===== config.mk =====
export PLATFORM = sky130hd
export DESIGN_NAME = ufpc_regs
export DESIGN_NICKNAME = d
export VERILOG_FILES = /design/src/logic/ufpc_pkg.sv /design/src/logic/ufpc_regs.sv
export VERILOG_INCLUDE_DIRS = /design/src /design/src/logic
export SDC_FILE = /design/constraint.sdc
export NUM_CORES = 1
export LEC_CHECK = 0
export ABC_CLOCK_PERIOD_IN_PS = 11610
export BUFFER_PORTS_ARGS = -buffer_cell sky130_fd_sc_hd__clkbuf_2
export CORE_MARGIN = 2
export CORE_UTILIZATION = 35
export DETAILED_ROUTE_END_ITERATION = 10
export GPL_TIMING_DRIVEN = 0
export SYNTH_ARGS = -nofsm -noshare
export SYNTH_HDL_FRONTEND = slang
export SYNTH_SLANG_ARGS = --single-unit

===== constraint.sdc =====
create_clock -name sys_clk -period 11.61 [get_ports sys_clk]
set_input_delay 2.322 -clock sys_clk [delete_from_list [all_inputs] [get_ports sys_clk]]
set_output_delay 2.322 -clock sys_clk [all_outputs]
set_load 0.005 [all_outputs]

===== src/logic/ufpc_regs.svh =====
// Purpose: Offsets, field positions, reset values for the FIFO partition
//          and core configuration register group
// Assumes: Byte addresses on a plain register port, one word per register
// Notes:   Included by the bench and the register block
//
// What this block does
// - Receive depth in bits 15:0, any 16-bit value stored
// - Receive size register resets to 0x00000200
// - Host: non-periodic depth high, start low
// - Device: same register defines endpoint-0 FIFO
// - Queue status read-only, reset 0x00080200, device-invalid
// - Queue top: number, type, terminate in 30:24
// - Types 00 token, 01 zero-length, 11 halt
// - Bits 23:16 free queue entries, 0 to 8
// - Host queues IN and OUT, device IN only
// - Bits 15:0 free FIFO words, 0x0200 at reset, then 0 to 256
// - Bit 21 forces supply valid, stops sensing
// - Bit 20 routes frame pulse to pad
// - Bit 19 B-role sensing, bit 18 A-role
// - Bit 16 one powers transceiver on
// - Ident register fully writable and readable
// - Periodic depth high (any 16-bit value stored, no minimum), start low
// - Periodic size register resets to 0x02000600
`ifndef UFPC_REGS_SVH
`define UFPC_REGS_SVH

`define UFPC_ADDR_W          12
`define UFPC_OFF_RX_SIZE     12'h024
`define UFPC_OFF_NP_SIZE     12'h028
`define UFPC_OFF_NP_STATUS   12'h02c
`define UFPC_OFF_CORE_CFG    12'h038
`define UFPC_OFF_IDENT       12'h03c
`define UFPC_OFF_PER_SIZE    12'h100

`define UFPC_RST_RX_SIZE     32'h0000_0200
`define UFPC_RST_NP_SIZE     32'h0000_0200
`define UFPC_RST_NP_STATUS   32'h0008_0200
`define UFPC_RST_CORE_CFG    32'h0000_0000
// Arbitrary neutral ident value
`define UFPC_RST_IDENT       32'h0000_0000
`define UFPC_RST_PER_SIZE    32'h0200_0600

`define UFPC_CFG_SENSE_DIS   21
`define UFPC_CFG_SOF_PAD     20
`define UFPC_CFG_B_SENSE     19
`define UFPC_CFG_A_SENSE     18
`define UFPC_CFG_PWR_ON      16
`define UFPC_CFG_MASK        32'h003d_0000

`define UFPC_QUEUE_DEPTH     8'h08
`define UFPC_DEPTH_MIN       16'h0010
`define UFPC_DEPTH_MAX       16'h0100
`define UFPC_RX_MASK         32'h0000_ffff

`endif

===== src/logic/ufpc_pkg.sv =====
// Purpose: Types for the FIFO partition register group
// Assumes: Nothing
// Notes:   Constants live in ufpc_regs.svh
package ufpc_pkg;

   typedef enum logic [1:0]
   {
      UFPC_ENTRY_TOKEN = 2'h0,
      UFPC_ENTRY_ZLP   = 2'h1,
      UFPC_ENTRY_RSVD  = 2'h2,
      UFPC_ENTRY_HALT  = 2'h3
   } ufpc_entry_e;

   typedef struct packed
   {
      logic [3:0]  number;
      ufpc_entry_e kind;
      logic        terminate;
   } ufpc_queue_top_s;

   typedef struct packed
   {
      logic [15:0] depth;
      logic [15:0] start;
   } ufpc_fifo_part_s;

   typedef struct packed
   {
      logic supply_sense_disable;
      logic frame_pulse_pad_enable;
      logic b_role_supply_sense_en;
      logic a_role_supply_sense_en;
      logic transceiver_power_on;
   } ufpc_core_cfg_s;

   typedef struct packed
   {
      logic                  valid;
      logic                  is_out;
      ufpc_pkg::ufpc_queue_top_s entry;
   } ufpc_queue_req_s;

endpackage


===== src/logic/ufpc_regs.sv =====
// Purpose: FIFO partition, non-periodic status, core config and ident regs
// Assumes: Inputs synchronous to sys_clk; engines give one-cycle strobes
// Notes:   Read data valid the cycle after the read strobe only
`timescale 1ns/1ps
`include "ufpc_regs.svh"

module ufpc_regs
(
   input  wire logic                         sys_clk,
   input  wire logic                         sys_rst,
   input  wire logic [`UFPC_ADDR_W-1:0]      reg_addr,
   input  wire logic [31:0]                  reg_wdata,
   input  wire logic                         reg_wr,
   input  wire logic                         reg_rd,
   input  wire logic                         host_mode,
   input  wire ufpc_pkg::ufpc_queue_req_s    queue_push,
   input  wire logic                         queue_pop,
   input  wire logic                         fifo_word_wr,
   input  wire logic                         fifo_word_tx,
   output logic [31:0]                       reg_rdata,
   output ufpc_pkg::ufpc_fifo_part_s         rx_part,
   output ufpc_pkg::ufpc_fifo_part_s         np_part,
   output ufpc_pkg::ufpc_fifo_part_s         per_part,
   output ufpc_pkg::ufpc_core_cfg_s          core_cfg,
   output logic                              supply_forced_valid,
   output logic                              queue_accept
);

   logic [15:0]                 rx_depth_q;
   ufpc_pkg::ufpc_fifo_part_s   np_q;
   ufpc_pkg::ufpc_fifo_part_s   per_q;
   logic [31:0]                 cfg_q;
   logic [31:0]                 ident_q;
   ufpc_pkg::ufpc_queue_top_s   top_q;
   logic [7:0]                  q_free_q;
   logic [15:0]                 f_free_q;
   logic [15:0]                 f_free_d;
   logic                        push_ok;
   logic                        pop_ok;
   logic                        wr_ok;
   logic                        tx_ok;
   logic [31:0]                 status_w;
   logic [31:0]                 rdata_d;

   function automatic logic hit(input logic [`UFPC_ADDR_W-1:0] a,
                                input logic [`UFPC_ADDR_W-1:0] off);
      hit = (a == off);
   endfunction

   ////////////////////////////////////////////////////////////////////////
   // Software-written registers

   always_ff @(posedge sys_clk or posedge sys_rst)
   begin
      if (sys_rst)
         rx_depth_q <= 16'(`UFPC_RST_RX_SIZE);
      else if (reg_wr && hit(reg_addr, `UFPC_OFF_RX_SIZE))
         rx_depth_q <= reg_wdata[15:0];
   end

   // Host: non-periodic FIFO; device: endpoint-0 FIFO, same storage
   always_ff @(posedge sys_clk or posedge sys_rst)
   begin
      if (sys_rst)
         np_q <= `UFPC_RST_NP_SIZE;
      else if (reg_wr && hit(reg_addr, `UFPC_OFF_NP_SIZE))
         np_q <= reg_wdata;
   end

   always_ff @(posedge sys_clk or posedge sys_rst)
   begin
      if (sys_rst)
         per_q <= `UFPC_RST_PER_SIZE;
      else if (reg_wr && hit(reg_addr, `UFPC_OFF_PER_SIZE))
         per_q <= reg_wdata;
   end

   // Reserved configuration bits are not stored and read as zero
   always_ff @(posedge sys_clk or posedge sys_rst)
   begin
      if (sys_rst)
         cfg_q <= `UFPC_RST_CORE_CFG;
      else if (reg_wr && hit(reg_addr, `UFPC_OFF_CORE_CFG))
         cfg_q <= reg_wdata & `UFPC_CFG_MASK;
   end

   always_ff @(posedge sys_clk or posedge sys_rst)
   begin
      if (sys_rst)
         ident_q <= `UFPC_RST_IDENT;
      else if (reg_wr && hit(reg_addr, `UFPC_OFF_IDENT))
         ident_q <= reg_wdata;
   end

   ////////////////////////////////////////////////////////////////////////
   // Request queue and FIFO space tracking

   // Device mode queues IN requests only
   assign push_ok = queue_push.valid && (q_free_q != 8'h00)
                    && (host_mode || !queue_push.is_out);
   assign pop_ok  = queue_pop && (q_free_q != `UFPC_QUEUE_DEPTH);

   always_ff @(posedge sys_clk or posedge sys_rst)
   begin
      if (sys_rst)
         q_free_q <= `UFPC_QUEUE_DEPTH;
      else if (push_ok && !pop_ok)
         q_free_q <= q_free_q - 8'h01;
      else if (pop_ok && !push_ok)
         q_free_q <= q_free_q + 8'h01;
   end

   always_ff @(posedge sys_clk or posedge sys_rst)
   begin
      if (sys_rst)
         top_q <= '0;
      else if (push_ok && q_free_q == `UFPC_QUEUE_DEPTH)
         top_q <= queue_push.entry;
   end

   assign wr_ok = fifo_word_wr && (f_free_q != 16'h0000);
   assign tx_ok = fifo_word_tx && (f_free_q < np_q.depth);

   always_comb
   begin
      f_free_d = f_free_q;
      if (wr_ok && !tx_ok)
         f_free_d = f_free_q - 16'h0001;
      else if (tx_ok && !wr_ok)
         f_free_d = f_free_q + 16'h0001;
      if (f_free_d > np_q.depth)
         f_free_d = np_q.depth;
      if (f_free_d > `UFPC_DEPTH_MAX)
         f_free_d = `UFPC_DEPTH_MAX;
   end

   always_ff @(posedge sys_clk or posedge sys_rst)
   begin
      if (sys_rst)
         f_free_q <= 16'(`UFPC_RST_NP_STATUS);
      else
         f_free_q <= f_free_d;
   end

   ////////////////////////////////////////////////////////////////////////
   // Read path

   assign status_w = {1'b0, top_q, q_free_q, f_free_q};

   always_comb
   begin
      rdata_d = 32'h0000_0000;
      if (reg_rd)
      begin
         if (hit(reg_addr, `UFPC_OFF_RX_SIZE))
            rdata_d = {16'h0000, rx_depth_q};
         else if (hit(reg_addr, `UFPC_OFF_NP_SIZE))
            rdata_d = np_q;
         else if (hit(reg_addr, `UFPC_OFF_NP_STATUS))
            rdata_d = status_w;
         else if (hit(reg_addr, `UFPC_OFF_CORE_CFG))
            rdata_d = cfg_q;
         else if (hit(reg_addr, `UFPC_OFF_IDENT))
            rdata_d = ident_q;
         else if (hit(reg_addr, `UFPC_OFF_PER_SIZE))
            rdata_d = per_q;
      end
   end

   always_ff @(posedge sys_clk or posedge sys_rst)
   begin
      if (sys_rst)
         reg_rdata <= 32'h0000_0000;
      else
         reg_rdata <= rdata_d;
   end

   ////////////////////////////////////////////////////////////////////////
   // Registered outputs to the FIFO engines and pads

   always_ff @(posedge sys_clk or posedge sys_rst)
   begin
      if (sys_rst)
      begin
         rx_part  <= '0;
         np_part  <= '0;
         per_part <= '0;
      end
      else
      begin
         rx_part  <= {rx_depth_q, 16'h0000};
         np_part  <= np_q;
         per_part <= per_q;
      end
   end

   always_ff @(posedge sys_clk or posedge sys_rst)
   begin
      if (sys_rst)
      begin
         core_cfg            <= '0;
         supply_forced_valid <= 1'b0;
         queue_accept        <= 1'b0;
      end
      else
      begin
         core_cfg.supply_sense_disable   <= cfg_q[`UFPC_CFG_SENSE_DIS];
         core_cfg.frame_pulse_pad_enable <= cfg_q[`UFPC_CFG_SOF_PAD];
         core_cfg.b_role_supply_sense_en <= cfg_q[`UFPC_CFG_B_SENSE]
                                            & ~cfg_q[`UFPC_CFG_SENSE_DIS];
         core_cfg.a_role_supply_sense_en <= cfg_q[`UFPC_CFG_A_SENSE]
                                            & ~cfg_q[`UFPC_CFG_SENSE_DIS];
         core_cfg.transceiver_power_on   <= cfg_q[`UFPC_CFG_PWR_ON];
         supply_forced_valid             <= cfg_q[`UFPC_CFG_SENSE_DIS];
         queue_accept                    <= push_ok;
      end
   end
endmodule // ufpc_regs


==> impl_metrics.ini, run 1 <==
[synthesis]
yosys_warnings = 0
synth_cells = 900
seq_area_frac_synth_pct = 56.9
synth_edf_count = 0
synth-async-reset-ratio_pct = 100
ys.flop_type = dfrtp_1
syn_area_um2 = 11700
synth-seq-cells = 266
synth.distinct_cells = 73
avgSynthCellArea_um2 = 13.0

[job]
maxCapViolCount = 0

[placement]
place_inst = 1550
hpwl_mm = 22.8
dp_slack_ns = 4.97
place_area_um2 = 13300
io_buffer_count = 178
gp_congestion = 0.885

[clock_network]
postCtsHoldBufs = 0
cts_tree = yes
clock_sinks = 266
cts.repair.resized = 0
cts_buffer_depth = 3
cts.htree.levels = 1
cts-buffers-inserted = 28
insertion_delay_ns = 0.56
path_clk_slew_ns = 0.06
cts_setup_buffers = 0
cts_root_buffer = clkbuf_16

[sta]
period_share_pct = 52.4
fmax_ghz = 0.164
period_minus_slack_ns = 6.08
rsz0062_at_grt = no
finalSetupViolCount = 0
slew_violations = 0
slew_headroom_pct = 36.9
hold_violations = 0
worst_pin_slew_ns = 0.944
final.setup.worst_slack_ns = 5.53
fin_skew_ns = 0.0225

[critical_path]
crit_path_max_fanout = 10
start_kind = primary input
critPathRequiredTime_ns = 12.06
cp-end-kind = register
arrival_ns = 6.53
criticalPathCategory = in2reg

[finish]
n_fill_cell = 3186
finalNonFillerCells = 1600
drive_gt1_share_pct = 36.5
nets = 1234
multiInputGateArea_um2 = 4590
area_growth_pct = 21.4
design_area_um2 = 14200
n_antenna_cell = 0
seq_area_um2 = 6670

[global_routing]
grt_pass1_wl_mm = 48.6
grt_antenna_before_repair = 0
grt_max_degree = 115
grt_pass1_vias = 8258
grt-ovfl-total = 0
track_usage_pct = 17.8

[drt]
wl_per_cell_um = 19.6
vias_per_cell = 5.09
num_vias = 8138
drt_first_pass_iters = 5
drc = 0
finalWirelength_mm = 31.4
ant_nets = 0
drtIter0Drc = 560

[floorplanning]
io_pins = 196
die_h_um = 187
rows = 67
coreArea_um2 = 33300
die_w_um = 187
initial_core_util_pct = 35.2
dieArea_um2 = 35000

[outcome]
outcome = completed

[min_path]
hold_class = reg2reg

[power]
ir_drop_mv = 0.135
power_density_nw_per_um2 = 151
power.leakage_nw = 7.06
power breakdown:
group / total, W / internal (W) / leakage (nW) / switching (W)
logic: 0.000272 / 0.000116 / 2.96 / 0.000156
registers: 0.000997 / 0.000961 / 3.65 / 0.0000357
clock network: 0.000877 / 0.000509 / 0.450 / 0.000369
area by class of cell:
type	count	area share, %
Sequential cell	266	46.8
Multi-Input combinational cell	556	32.2
Timing Repair Buffer	180	6.65
Clock buffer	46	6.10
Tap cell	448	3.94
Buffer	65	2.95
Inverter	35	0.976
Clock inverter	4	0.317
per-layer routing:
metal  vias up  GRT usage, %  part of all wire (%)
li1       3734             -                     -
met1      4097          25.1                    46
met2       265          28.6                    47
met3        42          2.81                   5.3
met4         0          4.73                   2.0
met5         -             0                     0
stage by stage:
stage | setup TNS [ns] | power, W | util (%) | hold WS [ns]
finish | 0 | 0.00215 | 42.8 | 0.393
detailed placement | 0 | 0.00128 | 40.0 | 0.380
global placement | -241.21 | 0.00127 | 39.8 | 0.376
CTS | 0 | 0.00217 | 42.8 | 0.393
floorplan | 0 | 0.00120 | - | 0.367
global route | 0 | 0.00224 | 42.8 | 0.407
state kept, by name (all words and copies together), names as in the netlist:
name / count
f_free_q: 16
np_q: 32
rx_depth_q: 16
rx_part: 16
queue_accept: 1
np_part: 32
core_cfg: 4
status_w: 7
supply_forced_valid: 1
cfg_q: 5
per_part: 32
reg_rdata: 32
ident_q: 32
per_q: 32
q_free_q: 8
critical path: stages:
cell and delay (ns):
clkbuf_2 0.14, nand4b_1 0.22, nor4_1 0.57, a31oi_1 0.18, o2111ai_1 0.22, o211ai_1 0.19
ha_1 0.36, nand4_1 0.13, or4_1 0.48, o221a_2 0.30, nor2_1 0.42, buf_6 0.23
mux2i_1 0.29, a31oi_1 0.15, nor4_1 0.32
path summary, 6_finish.rpt:
kind                                    from            to  slack (ns)  cells after the start
worst max-delay path            fifo_word_wr   f_free_q[0]        5.53                     15
worst min-delay path               per_q[13]  per_part[13]        0.39                      0
worst max register to register      np_q[31]   f_free_q[0]        5.86                     18
worst min register to register     per_q[13]  per_part[13]        0.39                      0
max in group asynchronous            sys_rst     per_q[30]        8.49                      4
min in group asynchronous            sys_rst   per_part[9]        1.80                      2
cells in the final DEF (no fill, tap or decap), types with 23 or more instances in the layout:
cell type / instances
dfrtp_1: 259
clkbuf_2: 178
mux2_2: 129
a22oi_1: 45
ha_1: 40
a21oi_1: 38
inv_1: 34
clkbuf_1: 32
nand2_1: 32
clkbuf_16: 28
conb_1: 23
synthesized netlist by cell type (3+ instances only):
cell type | count | share of area [%]
ha_1 | 40 | 4.3
and2_1 | 5 | 0.27
buf_4 | 19 | 1.2
a22oi_1 | 45 | 2.9
buf_1 | 10 | 0.32
a222oi_1 | 16 | 1.4
inv_1 | 35 | 1.1
o2111ai_1 | 4 | 0.30
nand2_1 | 32 | 1.0
nand2b_1 | 3 | 0.16
a21oi_1 | 38 | 1.6
clkbuf_8 | 7 | 0.82
nor2_2 | 6 | 0.32
a21o_1 | 3 | 0.19
nand3_1 | 10 | 0.43
a31oi_1 | 5 | 0.27
and4_1 | 3 | 0.22
a21boi_0 | 18 | 1.2
o21ai_0 | 16 | 0.68
or4_1 | 4 | 0.26
clkbuf_1 | 24 | 0.77
buf_6 | 4 | 0.38
mux2_2 | 129 | 12
dfrtp_1 | 259 | 55
xnor2_1 | 11 | 0.82
and3_1 | 5 | 0.27
nor2b_1 | 7 | 0.37
or3_1 | 4 | 0.21
nor4_1 | 12 | 0.64
or4_4 | 4 | 0.38
nor2_1 | 19 | 0.61
nand4_1 | 9 | 0.48
xor2_1 | 6 | 0.45
o21a_1 | 5 | 0.32
mux2i_1 | 15 | 1.3
dfstp_2 | 7 | 1.6
nor3_1 | 14 | 0.60
o21bai_1 | 3 | 0.19
logic make-up after synthesis:
group,Yosys count,share of synthesized area [%]
other,1,0.0320
xor gates and xnor gates,17,1.27
AOI/OAI and AO/OA,176,11.1
DFF,266,56.9
muxes,144,13.7
and+or+nand+nor,155,7.92
buffers and inverters,100,4.71
adders and majority gates,41,4.44
No activity file was read; power rests on OpenSTA's default activity.
==> run 2: changes to the inputs <==
--- a/config.mk
+++ b/config.mk
@@ -6,7 +6,7 @@
 export SDC_FILE = /design/constraint.sdc
 export NUM_CORES = 1
 export LEC_CHECK = 0
-export ABC_CLOCK_PERIOD_IN_PS = 11610
+export ABC_CLOCK_PERIOD_IN_PS = 5650
 export BUFFER_PORTS_ARGS = -buffer_cell sky130_fd_sc_hd__clkbuf_2
 export CORE_MARGIN = 2
 export CORE_UTILIZATION = 35
==> constraint.sdc (replaced) <==
create_clock -name sys_clk -period 5.65 [get_ports sys_clk]
set_input_delay 1.13 -clock sys_clk [delete_from_list [all_inputs] [get_ports sys_clk]]
set_output_delay 1.13 -clock sys_clk [all_outputs]
set_load 0.005 [all_outputs]
==> impl_metrics.ini, run 2 (synthesized netlist as in run 1, its figures left out) <==
[critical_path]
cp_cell_sequence = inv_1 -> ha_1 -> nand4_1 -> or4_4 -> a221o_2 -> buf_6 -> nand3_4 -> mux2i_2 -> xnor2_1 -> ha_1 -> nand2_1 -> or4_1 -> o221a_2 -> nor2_4 -> buf_6 -> mux2i_2 -> a31oi_1 -> nor4_1
crit_path_max_fanout = 10
arrival_ns = 5.81
cp-end-kind = register
critPathRequiredTime_ns = 6.08
crit_start = np_q[31]
critPathMaxStageDelay_ns = 0.62
crit_slowest_cell = or4_4
r2r-start = np_q[31]
start_kind = register
path_buf_inv = 3
critPathTopFamily = simple AND/OR/NAND/NOR gates
criticalPathCategory = reg2reg

[clock_network]
insertion_delay_ns = 0.54
cts.htree.levels = 1
cts-buffers-inserted = 27
path_clk_slew_ns = 0.06
clock_sinks = 266
cts_tree = yes
postCtsHoldBufs = 0
cts_root_buffer = clkbuf_16
cts_buffer_depth = 3

[min_path]
hold_class = reg2reg
min_from = per_q[18]

[sta]
finalSetupViolCount = 0
period_share_pct = 95.2
setup_tns_ns = 0
hold_violations = 0
rsz0062_at_grt = no
worst_pin_slew_ns = 1.02
fin_skew_ns = 0.0251
hold_slack_ns = 0.393
period_minus_slack_ns = 5.38
slew_violations = 0
slew_headroom_pct = 31.6
fmax_ghz = 0.186

[drt]
wl_per_cell_um = 19.4
wl_met1_mm = 14.2
drc = 0
top_layer_used = met5
wl_met2_mm = 14.8
finalWirelength_mm = 31.1
ant_nets = 0
drtIter0Drc = 541
drt_first_pass_iters = 7
num_vias = 8253
vias_per_cell = 5.14
met3_length_mm = 1.44

[finish]
nets = 1238
layout_commonest_cell = dfrtp_1
n_antenna_cell = 0
design_area_um2 = 14300
multiInputGateArea_um2 = 4610
area_growth_pct = 22.1
seq_area_um2 = 6670
n_fill_cell = 3112
final_cell_mix = dfrtp_1 (256), clkbuf_2 (178), mux2_2 (129), a22oi_1 (45), ha_1 (40)
drive_gt1_share_pct = 37.7
post-route-util_pct = 43.0

[placement]
hpwl_mm = 23.2
gp_congestion = 0.885
place_area_um2 = 13400
io_buffer_count = 178

[outcome]
outcome = completed

[global_routing]
grt-ovfl-total = 0
track_usage_pct = 17.6
grt_pass1_wl_mm = 48.3
grt_max_degree = 44
grt_pass1_vias = 8329
grt_antenna_before_repair = 1

[floorplanning]
die_w_um = 187
io_pins = 196
rows = 67
die_h_um = 187
dieArea_um2 = 35000
initial_core_util_pct = 35.2
coreArea_um2 = 33300

[power]
power_density_nw_per_um2 = 305
ir_drop_mv = 0.236
power.leakage_nw = 7.07

[job]
maxCapViolCount = 0
## run 2: cell types whose count changed in the layout (fill, tap and decap cells not counted), moves of 2 or more
cell	change
buf_12	+7
buf_16	-2
clkbuf_8	-3
clkinv_2	+3
clkinvlp_4	+2
dfrtp_1	-3
dfrtp_2	+3
mux2i_1	-4
mux2i_2	+4
## run 2: path summary, 6_finish.rpt
kind	endpoint	slack, ns	cells after the start
max	f_free_q[0]	0.27	18
min	per_part[18]	0.39	0
max reg2reg	f_free_q[0]	0.27	18
min reg2reg	per_part[18]	0.39	0
max in group asynchronous	per_q[18]	3.51	7
min in group asynchronous	f_free_q[10]	0.60	2
## run 2: what timing repair did
item,4_1_cts,5_1_grt
resized for setup,3,7
hold endpoints to repair,0,0
buffers inserted,0,0
endpoints found under the setup margin,2,2
## run 2: through the flow
stage	total power [W]	worst slack [ns]	std cells
5_1_grt	0.00456	0.00296	1605
4_1_cts	0.00441	0.0824	1605
2_1_floorplan	0.00247	0.840	922
6_report	0.00437	0.274	1605
3_5_place_dp	0.00265	-0.204	1555
3_3_place_gp	0.00262	-0.592	1548
## run 2: layer usage
layer,vias up,global-route usage (%)
met5,-,0
met4,2,4.12
met3,50,2.83
met2,234,28.8
met1,4219,24.7
li1,3748,-
## run 2: area by class of cell
| cell class | instances | area share, % |
|---|---|---|
| Sequential cell | 266 | 46.6 |
| Multi-Input combinational cell | 556 | 32.3 |
| Timing Repair Buffer | 185 | 7.21 |
| Clock buffer | 41 | 5.58 |
| Tap cell | 448 | 3.92 |
| Buffer | 65 | 2.94 |
| Inverter | 35 | 0.945 |
| Clock inverter | 9 | 0.534 |
## run 2: report_power, final
| part | total (W) | switching (W) | internal [W] |
|---|---|---|---|
| clock network | 0.00175 | 0.000734 | 0.00102 |
| logic | 0.000569 | 0.000322 | 0.000247 |
| registers | 0.00205 | 0.0000741 | 0.00197 |
==> run 3: changes to the inputs <==
--- a/config.mk
+++ b/config.mk
@@ -8,10 +8,13 @@
 export LEC_CHECK = 0
 export ABC_CLOCK_PERIOD_IN_PS = 5650
 export BUFFER_PORTS_ARGS = -buffer_cell sky130_fd_sc_hd__clkbuf_2
+export CELL_PAD_IN_SITES_DETAIL_PLACEMENT = 0
+export CELL_PAD_IN_SITES_GLOBAL_PLACEMENT = 1
 export CORE_MARGIN = 2
 export CORE_UTILIZATION = 35
 export DETAILED_ROUTE_END_ITERATION = 10
 export GPL_TIMING_DRIVEN = 0
+export PLACE_DENSITY_LB_ADDON = 0.1
 export SYNTH_ARGS = -nofsm -noshare
 export SYNTH_HDL_FRONTEND = slang
 export SYNTH_SLANG_ARGS = --single-unit
==> impl_metrics.ini, run 3 (synthesized netlist as in run 1, its figures left out) <==
[drt]
num_vias = 8112
ant_nets = 0
finalWirelength_mm = 32.7
wl_per_cell_um = 20.3
drc = 0
vias_per_cell = 5.05
drt_first_pass_iters = 8
drtIter0Drc = 447

[critical_path]
start_kind = register
criticalPathCategory = reg2reg
crit_path_max_fanout = 10
arrival_ns = 5.84
r2r-start = np_q[31]
r2r_slack_ns = 0.25
critPathRequiredTime_ns = 6.09
reg2regPathDepth = 18
rr_endpoint = f_free_q[0]
cp-end-kind = register

[floorplanning]
rows = 67
die_w_um = 187
io_pins = 196
dieArea_um2 = 35000
coreArea_um2 = 33300
die_h_um = 187
initial_core_util_pct = 35.2

[global_routing]
grt_max_degree = 42
grt-ovfl-total = 0
track_usage_pct = 18.6
grt_antenna_before_repair = 1
grt_pass1_wl_mm = 50.3
grt_pass1_vias = 8282

[sta]
period_minus_slack_ns = 5.40
worst_pin_slew_ns = 1.02
setup_tns_ns = 0
finalSetupViolCount = 0
period_share_pct = 95.7
rsz0062_at_grt = no
slew_violations = 0
fin_skew_ns = 0.0117
fmax_ghz = 0.185
hold_violations = 0
slew_headroom_pct = 31.7
final.setup.worst_slack_ns = 0.245

[min_path]
whs_path_depth = 0
hold_class = reg2reg
hold_end = per_part[14]
min_from = per_q[14]

[outcome]
outcome = completed

[placement]
gp_congestion = 0.812
io_buffer_count = 178
hpwl_mm = 24.0
dp_slack_ns = -0.328
place_area_um2 = 13400

[finish]
design_area_um2 = 14400
nets = 1240
drive_gt1_share_pct = 37.4
area_growth_pct = 22.6
layout_commonest_cell = dfrtp_1
n_antenna_cell = 0
final_cell_mix = dfrtp_1 (259), clkbuf_2 (178), mux2_2 (129), a22oi_1 (45), ha_1 (40)

[clock_network]
cts_setup_buffers = 0
cts_buffer_depth = 3
cts_tree = yes
cts-buffers-inserted = 29
path_clk_slew_ns = 0.06
cts.htree.levels = 1
insertion_delay_ns = 0.56
clock_sinks = 266
postCtsHoldBufs = 0
cts_root_buffer = clkbuf_16

[power]
power_density_nw_per_um2 = 312
power.total_w = 0.00448
ir_drop_mv = 0.214
power.leakage_nw = 7.10

[job]
maxCapViolCount = 0
[run 3: per-layer routing]
metal  vias to the layer above  part of all wire [%]  global-route usage (%)
met4                         2                   2.1                    4.91
met1                      4091                    47                    25.9
met2                       223                    47                    30.5
li1                       3747                     -                       -
met3                        49                   4.6                    2.85
met5                         -                 0.040                       0
[run 3: power breakdown]
| group | internal [W] | total [W] | switching, W | leakage [nW] |
|---|---|---|---|---|
| logic | 0.000250 | 0.000582 | 0.000333 | 3.00 |
| registers | 0.00197 | 0.00205 | 0.0000776 | 3.65 |
| clock network | 0.00108 | 0.00184 | 0.000769 | 0.450 |
| total | 0.00330 | 0.00448 | 0.00118 | 7.10 |
[run 3: worst max path at each step]
stage	start	endpoint	slack (ns)	depth (start not counted)
finish	np_q[31]	f_free_q[0]	0.25	18
global route	np_q[31]	f_free_q[0]	0.02	18
CTS	np_q[31]	f_free_q[0]	0.06	18
floorplan	np_q[31]	f_free_q[0]	0.84	18
global placement	sys_rst	status_w[29]	-0.73	2
detailed placement	np_q[31]	f_free_q[0]	-0.33	18
[run 3: timing repair]
item,in CTS,in global routing
hold endpoints to repair,0,0
resized for setup,3,5
setup endpoints to repair,9,2
[run 3: area by class of cell]
type | count | area (µm²)
buffer | 65 | 420
clock inverter | 11 | 125
multi-input combinational | 556 | 4630
timing repair buffer | 185 | 1030
tap | 448 | 561
inverter | 35 | 135
fill | 3222 | 18900
clock buffer | 40 | 797
sequential | 266 | 6670
[run 3: critical path, stage by stage (launching register included)]
cell	delay, ns
dfrtp_1	0.46
inv_1	0.13
ha_1	0.31
nand4_1	0.20
or4_4	0.61
a221o_2	0.36
buf_6	0.17
nand3_4	0.15
mux2i_1	0.29
xor2_2	0.16
ha_1	0.30
nand2_1	0.06
or4_1	0.55
o221a_2	0.31
nor2_4	0.20
buf_6	0.20
mux2i_1	0.28
a31oi_1	0.14
nor4_1	0.36
[run 3: per-stage QoR]
stage | utilization (%) | std cells | hold WS, ns
global route | 43.2 | 1606 | 0.404
detailed placement | 40.3 | 1555 | 0.383
finish | 43.2 | 1606 | 0.395
global placement | 39.8 | 1548 | 0.377
floorplan | - | 922 | 0.367
CTS | 43.1 | 1606 | 0.392
